==> config.mk <==
export PLATFORM = sky130hd
export DESIGN_NAME = dmbd_core
export DESIGN_NICKNAME = d
export VERILOG_FILES = /design/src/dmbd_pkg.sv /design/src/dmbd_timer0.sv /design/src/dmbd_core.sv
export SDC_FILE = /design/constraint.sdc
export NUM_CORES = 2
export LEC_CHECK = 0
export BUFFER_PORTS_ARGS = -buffer_cell sky130_fd_sc_hd__buf_2
export CAP_MARGIN = 20
export CORE_UTILIZATION = 59
export CTS_BUF_LIST = sky130_fd_sc_hd__clkbuf_8
export CTS_CLUSTER_SIZE = 16
export DETAILED_ROUTE_END_ITERATION = 8
export GPL_ROUTABILITY_DRIVEN = 0
export PLACE_DENSITY_LB_ADDON = 0.25
export SLEW_MARGIN = 20
export SYNTH_ARGS = -nofsm -noshare
export SYNTH_HDL_FRONTEND = slang
export SYNTH_SLANG_ARGS = --single-unit
==> constraint.sdc <==
create_clock -name clk_in -period 3.3 [get_ports clk_in]
set_clock_uncertainty 0.1 [all_clocks]
set_input_delay 0.66 -clock clk_in [delete_from_list [all_inputs] [get_ports clk_in]]
set_output_delay 0.66 -clock clk_in [all_outputs]
set_load 0.005 [all_outputs]
==> src/dmbd_pkg.sv <==
// data memory bank decoder package: map constants, carriers, state layouts
// assumes one core clock and a core that marks each access with its page
//
// Summary of operation
// - main addresses 0x00-0x1F hit one special register set in every bank
// - ram 0x20-0x3F differs in banks 0/1; 0x40-0x7F exists once
// - port-config page reached only by its two dedicated move instructions
// - special-function page reached only by its two dedicated move instructions
// - bank bits are ignored on either extra page
// - extra pages are separate spaces with their own address sets
// - main address 0x0 has no storage; it is the pointer window
// - window access goes to the location the pointer selects
// - timer0 read returns the live running count
// - timer0 write replaces the running count
// - timer0 ticks from instruction clock, external pin or low oscillator
// - address 0x2 is pc bits 7:0, reset to 0x00
// - pc advances by one per executed instruction unless loaded
// - pc bits 10:8 come from the high-byte buffer on a low-byte write to 0x2
// - long jump loads all 11 pc bits from the instruction
// - long call loads all 11 pc bits and pushes pc+1
// - indirect access: bank bits pick bank, pointer bits 6:0 location
// - direct access: bank bits pick bank, opcode bits 6:0 location
// - call pushes pc+1, interrupt pushes pc; return pops it into pc
package dmbd_pkg;
  // ************************************************************
  // data memory map
  // ************************************************************
  localparam logic [6:0]  ADDR_WINDOW   = 7'h00;
  localparam logic [6:0]  ADDR_TIMER0   = 7'h01;
  localparam logic [6:0]  ADDR_PCL      = 7'h02;
  localparam logic [6:0]  ADDR_STATUS   = 7'h03;
  localparam logic [6:0]  ADDR_POINTER  = 7'h04;
  localparam logic [6:0]  ADDR_PROGRAM_COUNTER_HIGH_BUFFER   = 7'h0A;
  localparam logic [6:0]  ADDR_GAP_A    = 7'h07;
  localparam logic [6:0]  ADDR_GAP_B    = 7'h0D;
  localparam logic [6:0]  ADDR_GAP_C    = 7'h1D;
  localparam logic [6:0]  ADDR_GAP_D    = 7'h1E;
  localparam logic [6:0]  SFR_TOP       = 7'h1F;
  localparam logic [6:0]  GPR_BASE      = 7'h20;
  localparam logic [6:0]  GPR_LOW_TOP   = 7'h3F;
  localparam logic [6:0]  GPR_BANK1_OFS = 7'h40;
  localparam logic [6:0]  SPAGE_TOP     = 7'h15;
  localparam logic [15:0] FPAGE_MASK    = 16'hD660;
  localparam int          GPR_COUNT     = 128;
  localparam int          SFR_COUNT     = 32;
  localparam int          FPAGE_COUNT   = 16;
  localparam int          SPAGE_COUNT   = 22;
  // ************************************************************
  // fields and reset values
  // ************************************************************
  localparam int          STAT_BANK_HI  = 7;
  localparam int          STAT_BANK_LO  = 6;
  localparam logic [7:0]  STATUS_RST    = 8'h18;
  localparam logic [7:0]  POINTER_RST   = 8'h00;
  localparam logic [10:0] PC_RST        = 11'h000;
  localparam logic [2:0]  PROGRAM_COUNTER_HIGH_BUFFER_RST    = 3'h0;
  localparam logic [10:0] IRQ_VECTOR    = 11'h008;
  localparam int          STACK_DEPTH   = 8;
  // ************************************************************
  // page and timer source codes
  // ************************************************************
  localparam logic [1:0]  PAGE_MAIN     = 2'h0;
  localparam logic [1:0]  PAGE_PORT     = 2'h1;
  localparam logic [1:0]  PAGE_SPEC     = 2'h2;
  localparam logic        T0_MODE_INST  = 1'h0;
  // ************************************************************
  // carriers and state layouts
  // ************************************************************
  typedef struct packed {
    logic       valid;
    logic       write;
    logic [1:0] page;
    logic [6:0] addr;
    logic [7:0] wdata;
  } dmbd_req_type;
  typedef struct packed {
    logic        step;
    logic        jump;
    logic        call;
    logic        ret;
    logic        irq;
    logic [10:0] target;
  } dmbd_flow_type;
  typedef struct packed {
    logic mode;
    logic low_osc_sel;
    logic inst_tick;
    logic ext_clk;
    logic low_osc_tick;
  } dmbd_tsrc_type;
  typedef struct packed {
    logic [7:0] count;
    logic       ext_prev;
  } dmbd_t0_state_type;
  typedef struct packed {
    logic [GPR_COUNT-1:0][7:0]    ram;
    logic [SFR_COUNT-1:0][7:0]    sfr;
    logic [FPAGE_COUNT-1:0][7:0]  fpage;
    logic [SPAGE_COUNT-1:0][7:0]  spage;
    logic [STACK_DEPTH-1:0][10:0] stack;
    logic [2:0]                   sp;
    logic [7:0]                   status;
    logic [7:0]                   pointer;
    logic [2:0]                   program_counter_high_buffer;
    logic [10:0]                  pc;
    logic [7:0]                   rdata;
    logic                         rvalid;
  } dmbd_state_type;
endpackage : dmbd_pkg

==> src/dmbd_timer0.sv <==
// timer0 counter with three tick sources and a load port
// assumes all source inputs are synchronous single-cycle ticks or levels
`timescale 1ns/1ps
`default_nettype none
module dmbd_timer0
  import dmbd_pkg::*;
(
  // clock, reset, freeze
  input  wire logic          clk_in,
  input  wire logic          resetn_in,
  input  wire logic          enable_in,
  // tick sources
  input  wire dmbd_tsrc_type src_in,
  // load from the register path
  input  wire logic          load_in,
  input  wire logic [7:0]    load_data_in,
  // running count
  output logic [7:0]         count_out
);
  dmbd_t0_state_type st_ff;
  dmbd_t0_state_type nxt_st;
  logic              tick;

  // source pick, then load over count
  always_comb begin
    nxt_st = st_ff;
    nxt_st.ext_prev = src_in.ext_clk;
    if (src_in.mode == T0_MODE_INST) begin
      tick = src_in.inst_tick;
    end else if (src_in.low_osc_sel) begin
      tick = src_in.low_osc_tick;
    end else begin
      tick = src_in.ext_clk && !st_ff.ext_prev;
    end
    if (load_in) begin
      nxt_st.count = load_data_in;
    end else if (tick) begin
      nxt_st.count = st_ff.count + 8'h01;
    end
  end

  // state register
  always_ff @(posedge clk_in or negedge resetn_in) begin
    if (!resetn_in) begin
      st_ff <= '0;
    end else if (enable_in) begin
      st_ff <= nxt_st;
    end
  end

  assign count_out = st_ff.count;
endmodule : dmbd_timer0
`default_nettype wire

==> src/dmbd_core.sv <==
// data memory decoder: bank folding, extra pages, pointer window, pc low byte
// assumes the core issues at most one access per cycle and names its page
`timescale 1ns/1ps
`default_nettype none
module dmbd_core
  import dmbd_pkg::*;
(
  // clock, reset, freeze
  input  wire logic          clk_in,
  input  wire logic          resetn_in,
  input  wire logic          enable_in,
  // data access from the core
  input  wire dmbd_req_type  req_in,
  // program flow from the core
  input  wire dmbd_flow_type flow_in,
  // timer0 tick sources
  input  wire dmbd_tsrc_type tsrc_in,
  // read answer
  output logic [7:0]         rdata_out,
  output logic               rvalid_out,
  // program counter
  output logic [10:0]        pc_out
);
  // ************************************************************
  // decode helpers
  // ************************************************************

  // fold a general-purpose address onto physical ram
  function automatic logic [6:0] gpr_index(input logic [1:0] bank, input logic [6:0] addr);
    if (bank[0] && (addr <= GPR_LOW_TOP)) begin
      gpr_index = addr + GPR_BANK1_OFS;
    end else begin
      gpr_index = addr - GPR_BASE;
    end
  endfunction : gpr_index

  // unassigned main-page holes
  function automatic logic main_gap(input logic [6:0] addr);
    main_gap = (addr == ADDR_GAP_A) || (addr == ADDR_GAP_B)
            || (addr == ADDR_GAP_C) || (addr == ADDR_GAP_D);
  endfunction : main_gap

  // port-config page membership
  function automatic logic fpage_has(input logic [6:0] addr);
    fpage_has = (addr[6:4] == 3'h0) && FPAGE_MASK[addr[3:0]];
  endfunction : fpage_has

  // special-function page membership
  function automatic logic spage_has(input logic [6:0] addr);
    spage_has = (addr <= SPAGE_TOP);
  endfunction : spage_has

  // ************************************************************
  // state and timer
  // ************************************************************
  dmbd_state_type st_ff;
  dmbd_state_type nxt_st;
  logic [7:0]     t0_count;
  logic           t0_load;
  logic           pcl_wr;

  // timer0 lives in its own counter
  dmbd_timer0 u_timer0 (
    .clk_in       (clk_in),
    .resetn_in    (resetn_in),
    .enable_in    (enable_in),
    .src_in       (tsrc_in),
    .load_in      (t0_load),
    .load_data_in (req_in.wdata),
    .count_out    (t0_count)
  );

  // ************************************************************
  // access and flow
  // ************************************************************

  // address resolve, read mux, writes, pc update
  always_comb begin
    logic [6:0]  eff;
    logic [6:0]  gi;
    logic        null_acc;
    logic        rd;
    logic        wr;
    logic        main_acc;
    logic [7:0]  rv;
    logic [10:0] top;
    nxt_st = st_ff;
    eff = (req_in.addr == ADDR_WINDOW) ? st_ff.pointer[6:0] : req_in.addr;
    null_acc = (eff == ADDR_WINDOW);
    gi = gpr_index(st_ff.status[STAT_BANK_HI:STAT_BANK_LO], eff);
    rd = req_in.valid && !req_in.write;
    wr = req_in.valid && req_in.write;
    main_acc = (req_in.page == PAGE_MAIN) && !null_acc;
    rv = 8'h00;
    t0_load = 1'b0;
    pcl_wr = 1'b0;
    top = st_ff.stack[st_ff.sp - 3'h1];

    // read path; extra pages index by their own address only
    case (req_in.page)
      PAGE_PORT: begin
        if (fpage_has(req_in.addr)) begin
          rv = st_ff.fpage[req_in.addr[3:0]];
        end
      end
      PAGE_SPEC: begin
        if (spage_has(req_in.addr)) begin
          rv = st_ff.spage[req_in.addr[4:0]];
        end
      end
      PAGE_MAIN: begin
        if (null_acc) begin
          rv = 8'h00;
        end else if (eff > SFR_TOP) begin
          rv = st_ff.ram[gi];
        end else begin
          // special registers ignore the bank bits
          case (eff)
            ADDR_TIMER0:  rv = t0_count;
            ADDR_PCL:     rv = st_ff.pc[7:0];
            ADDR_STATUS:  rv = st_ff.status;
            ADDR_POINTER: rv = st_ff.pointer;
            ADDR_PROGRAM_COUNTER_HIGH_BUFFER:  rv = 8'h00;
            default: begin
              rv = main_gap(eff) ? 8'h00 : st_ff.sfr[eff[4:0]];
            end
          endcase
        end
      end
      default: rv = 8'h00;
    endcase
    if (rd) begin
      nxt_st.rdata = rv;
    end
    nxt_st.rvalid = rd;

    // write path
    if (wr) begin
      case (req_in.page)
        PAGE_PORT: begin
          if (fpage_has(req_in.addr)) begin
            nxt_st.fpage[req_in.addr[3:0]] = req_in.wdata;
          end
        end
        PAGE_SPEC: begin
          if (spage_has(req_in.addr)) begin
            nxt_st.spage[req_in.addr[4:0]] = req_in.wdata;
          end
        end
        PAGE_MAIN: begin
          if (main_acc && (eff > SFR_TOP)) begin
            nxt_st.ram[gi] = req_in.wdata;
          end else if (main_acc) begin
            case (eff)
              ADDR_TIMER0:  t0_load = 1'b1;
              ADDR_PCL:     pcl_wr = 1'b1;
              ADDR_STATUS:  nxt_st.status = req_in.wdata;
              ADDR_POINTER: nxt_st.pointer = req_in.wdata;
              ADDR_PROGRAM_COUNTER_HIGH_BUFFER:  nxt_st.program_counter_high_buffer = req_in.wdata[2:0];
              default: begin
                if (!main_gap(eff)) begin
                  nxt_st.sfr[eff[4:0]] = req_in.wdata;
                end
              end
            endcase
          end
        end
        default: ;
      endcase
    end

    // pc: interrupt, long jump or call, return, low-byte write, step
    if (flow_in.irq) begin
      nxt_st.stack[st_ff.sp] = st_ff.pc;
      nxt_st.sp = st_ff.sp + 3'h1;
      nxt_st.pc = IRQ_VECTOR;
    end else if (flow_in.jump || flow_in.call) begin
      if (flow_in.call) begin
        nxt_st.stack[st_ff.sp] = st_ff.pc + 11'h001;
        nxt_st.sp = st_ff.sp + 3'h1;
      end
      nxt_st.pc = flow_in.target;
    end else if (flow_in.ret) begin
      nxt_st.sp = st_ff.sp - 3'h1;
      nxt_st.pc = top;
    end else if (pcl_wr) begin
      nxt_st.pc = {st_ff.program_counter_high_buffer, req_in.wdata};
    end else if (flow_in.step) begin
      nxt_st.pc = st_ff.pc + 11'h001;
    end
  end

  // state register with freeze
  always_ff @(posedge clk_in or negedge resetn_in) begin
    if (!resetn_in) begin
      st_ff <= '0;
      st_ff.status <= STATUS_RST;
      st_ff.pointer <= POINTER_RST;
      st_ff.program_counter_high_buffer <= PROGRAM_COUNTER_HIGH_BUFFER_RST;
      st_ff.pc <= PC_RST;
    end else if (enable_in) begin
      st_ff <= nxt_st;
    end
  end

  // outputs straight from state
  assign rdata_out  = st_ff.rdata;
  assign rvalid_out = st_ff.rvalid;
  assign pc_out     = st_ff.pc;
endmodule : dmbd_core
`default_nettype wire

==> out/metrics.cfg <==
[outcome]
status = finished with violations
violations = negative setup slack

[global_routing]
grt_pass1_wl_mm = 402
grt_pass1_vias = 63104
grt_max_degree = 143
grt_overflow = 0
antenna_found_initial = 17
grt_usage_pct = 39.2

[critical_path]
startpoint_type = register
reg2reg_from = st_ff[24]$_DFFE_PN0P_
slowest_stage = dfrtp_1
worstSetupPathType = reg2reg
rr_worst_depth = 12
startpoint = st_ff[24]$_DFFE_PN0P_
rr_endpoint = rdata_out[7]$_DFFE_PN0P_
crit_end = rdata_out[7]$_DFFE_PN0P_
cp_cell_sequence = buf_4 > nand3_2 > buf_4 > buf_4 > buf_4 > and3_1 > a2111oi_0 > nor4_1 > nor3_1 > o31ai_4 > o2111ai_4 > o21ai_1
crit_family = compound AO/OA/AOI/OAI gates
max_stage_delay_ns = 0.47
cp-end-kind = register
crit_required_ns = 4.17
crit_buf_inv = 4
reg2reg_slack_ns = -0.09
crit_top_cell = buf_4
worst-path-stages = 12
cp.arrival_ns = 4.26
crit_fanout = 12

[placement]
dpl.cell_count = 8817
postPlaceCellArea_mm2 = 0.0901
port_buffers = 62
dp_hpwl_mm = 181

[die]
num_rows = 135
core_mm2 = 0.135
start_util_pct = 59.4
dieArea_mm2 = 0.138
die_h_um = 371
die_x_um = 371
ios = 63

[yosys]
synth_top_family_by_area = multiplexers
ys_types = 101
synth_top_area_share_pct = 53.5
ys_seq_area_share_pct = 53.6
syn-num-nets = 6740
ys_warn_count = 0
synthCells = 6689
yosys.area_share.simple_pct = 9.22
yosysTopAreaCell = dfrtp_1
synthMuxAreaShare_pct = 24.6
syn_avg_cell_area_um2 = 12.0
yosys-top-cells-area = dfrtp_1, mux2_2, nand2_1
synth_fa_ha_area_share_pct = 0.124
ys_async_sr_fraction_pct = 100
synth_edf_count = 0
synth_xor_area_share_pct = 0.250
synth_area_mm2 = 0.0805
ys.flop_type = dfrtp_1
ys_ff_latch = 1723
synth_compound_area_share_pct = 8.63

[job]
maxCapViolCount = 0

[sta]
max_freq_mhz = 295
whs_ns = 0.0700
fin_crit_ns = 3.39
setup_viol = 5
worst_pin_slew_ns = 0.932
drv_slew = 0
hold_viol = 0
slew_headroom_pct = 37.6
rsz0062_at_grt = yes
post-route-period-util_pct = 103
setup_slack_ns = -0.0898

[finish]
stdcell_count = 9401
area_delta_synth_final_pct = 21.2
utilization_pct = 72.0
final_cell_area_mm2 = 0.0976
final_nets = 7472
drive_gt1_share_pct = 41.5

[drt]
ant_nets = 0
dr.pass1.iters = 9
drt_iter0_drc = 7713
drc = 0
wire_per_inst_um = 28.8
routed_wl_mm = 271
via_per_inst = 6.65
vias = 62521

[clocking]
cts_buffer_depth = 4
clk_latency_ns = 1.03
cts_buffers = 297
cts_sinks = 1723
tritoncts = built
clockRootBuffer = clkbuf_8
cts_max_level = 5
clk_pin_slew_worst_paths_ns = 0.06

[power_and_ir_drop]
power_density_mw_per_mm2 = 486
p_leak_nw = 47.4
peakVddDrop_mv = 0.494

[hold_path]
hold_class = in2async

-- sequential cells by signal, indices dropped and copies added (netlist names) --
name,cells
u_timer0.count_out,8
u_timer0.st_ff,1
rdata_out,8
pc_out,11
rvalid_out,1
st_ff,1694
-- per-layer routing --
metal / vias to the layer above / global-route usage [%] / share of wire, %
li1: 25703 / - / -
met1: 31827 / 52.1 / 38
met2: 3908 / 57.1 / 44
met3: 1067 / 11.5 / 11
met4: 16 / 23.1 / 6.5
met5: - / 0 / 0.034
-- cells in the final DEF (no fill, tap or decap), types with 12 or more instances in the layout --
| cell | n |
|---|---|
| nand2_1 | 808 |
| clkbuf_8 | 367 |
| a211oi_1 | 189 |
| xnor2_1 | 17 |
| a2111oi_0 | 16 |
| and3_1 | 206 |
| nand3_1 | 154 |
| inv_1 | 109 |
| dfrtp_1 | 1721 |
| a221oi_1 | 12 |
| a311oi_1 | 27 |
| o211ai_1 | 14 |
| buf_2 | 51 |
| buf_6 | 19 |
| mux4_2 | 108 |
| buf_4 | 768 |
| mux2i_1 | 170 |
| a21oi_1 | 160 |
| mux2_4 | 33 |
| o21ai_1 | 16 |
| buf_12 | 200 |
| dlygate4sd3_1 | 20 |
| a32oi_1 | 55 |
| a22oi_1 | 38 |
| mux2_2 | 1349 |
| a31oi_1 | 83 |
| nor3_1 | 23 |
| nand4_1 | 28 |
| o22ai_1 | 23 |
| nor2_4 | 46 |
| clkinv_2 | 19 |
| nor2_2 | 18 |
| nor2_1 | 184 |
| nor4_1 | 18 |
| o21ai_0 | 210 |
-- per-stage QoR --
stage | power [W] | setup WS, ns | setup TNS (ns)
CTS | 0.0472 | -0.0906 | -0.446
floorplan | 0.0258 | -0.187 | -66.76
finish | 0.0474 | -0.0898 | -0.195
detailed placement | 0.0285 | -1.49 | -713.20
global route | 0.0489 | -0.0988 | -0.247
global placement | 0.0283 | -1.43 | -658.48
-- timing repair --
item / in CTS / in global routing
hold buffers: 20 / 0
gates cloned: 3 / 10
gates resized for setup: 54 / 116
setup buffers: 10 / 50
pin swaps: 20 / 55
endpoints found under the hold margin: 801 / 0
endpoints found under the setup margin: 110 / 184
-- how the worst min path moves through the flow --
stage | endpoint | cells after the start | start | slack [ns]
2_1_floorplan | pc_out[0]$_DFFE_PN0P_ | 0 | resetn_in | 0.26
3_5_place_dp | st_ff[542]$_DFFE_PN0P_ | 0 | st_ff[542]$_DFFE_PN0P_ | 0.26
4_1_cts | st_ff[485]$_DFFE_PN0P_ | 2 | resetn_in | 0.04
3_3_place_gp | st_ff[668]$_DFFE_PN0P_ | 0 | st_ff[668]$_DFFE_PN0P_ | 0.26
5_1_grt | st_ff[485]$_DFFE_PN0P_ | 2 | resetn_in | 0.07
6_report | st_ff[485]$_DFFE_PN0P_ | 2 | resetn_in | 0.07
-- synth_stat cells, types with 14 or more instances --
cell type,count
a2111oi_0,26
a22oi_1,42
mux2_2,1377
xnor2_1,17
o22ai_1,26
a221oi_1,14
buf_4,53
buf_2,129
nor4_1,26
nand3_1,157
nor2_2,25
mux2i_1,170
o211ai_1,14
nor3_1,29
mux4_2,108
clkbuf_1,443
nand2_1,816
dfrtp_1,1721
a31oi_1,89
a211oi_1,199
nor2_1,190
buf_1,15
a32oi_1,57
nor2_4,33
mux2_1,15
a21oi_1,165
a311oi_1,28
nand4_1,28
inv_1,18
and3_1,208
o21ai_0,225
-- power by group --
part	leakage [nW]	internal, W	total (W)	switching (W)
Combinational	20.3	0.00249	0.00622	0.00373
Clock	3.26	0.0102	0.0188	0.00868
Sequential	23.8	0.0219	0.0224	0.000509
Total	47.4	0.0345	0.0474	0.0129
-- cell type report --
type | instances | area [µm²]
diodes | 10 | 25.0
well taps | 1781 | 2230
flip-flops and latches | 1723 | 43100
clock inverters | 121 | 577
repair buffers | 1077 | 10900
inverters | 19 | 83.8
clock buffers | 367 | 5050
multi-input cells | 4303 | 35600
fillers | 8983 | 37900
-- kinds of logic after synthesis --
family | Yosys count
and+or+nand+nor | 1578
DFF | 1723
adders and majority gates | 8
xor gates and xnor gates | 23
muxes | 1670
AOI/OAI and AO/OA | 1023
buffers and inverters | 664
-- worst reg2reg max path, stage by stage, from the launching register on --
cell,delay (ns)
dfrtp_1,0.47
buf_4,0.20
nand3_2,0.13
buf_4,0.30
buf_4,0.31
buf_4,0.20
and3_1,0.17
a2111oi_0,0.06
nor4_1,0.32
nor3_1,0.16
o31ai_4,0.44
o2111ai_4,0.31
o21ai_1,0.21
Note: power is estimated with default switching activity, not from simulation.
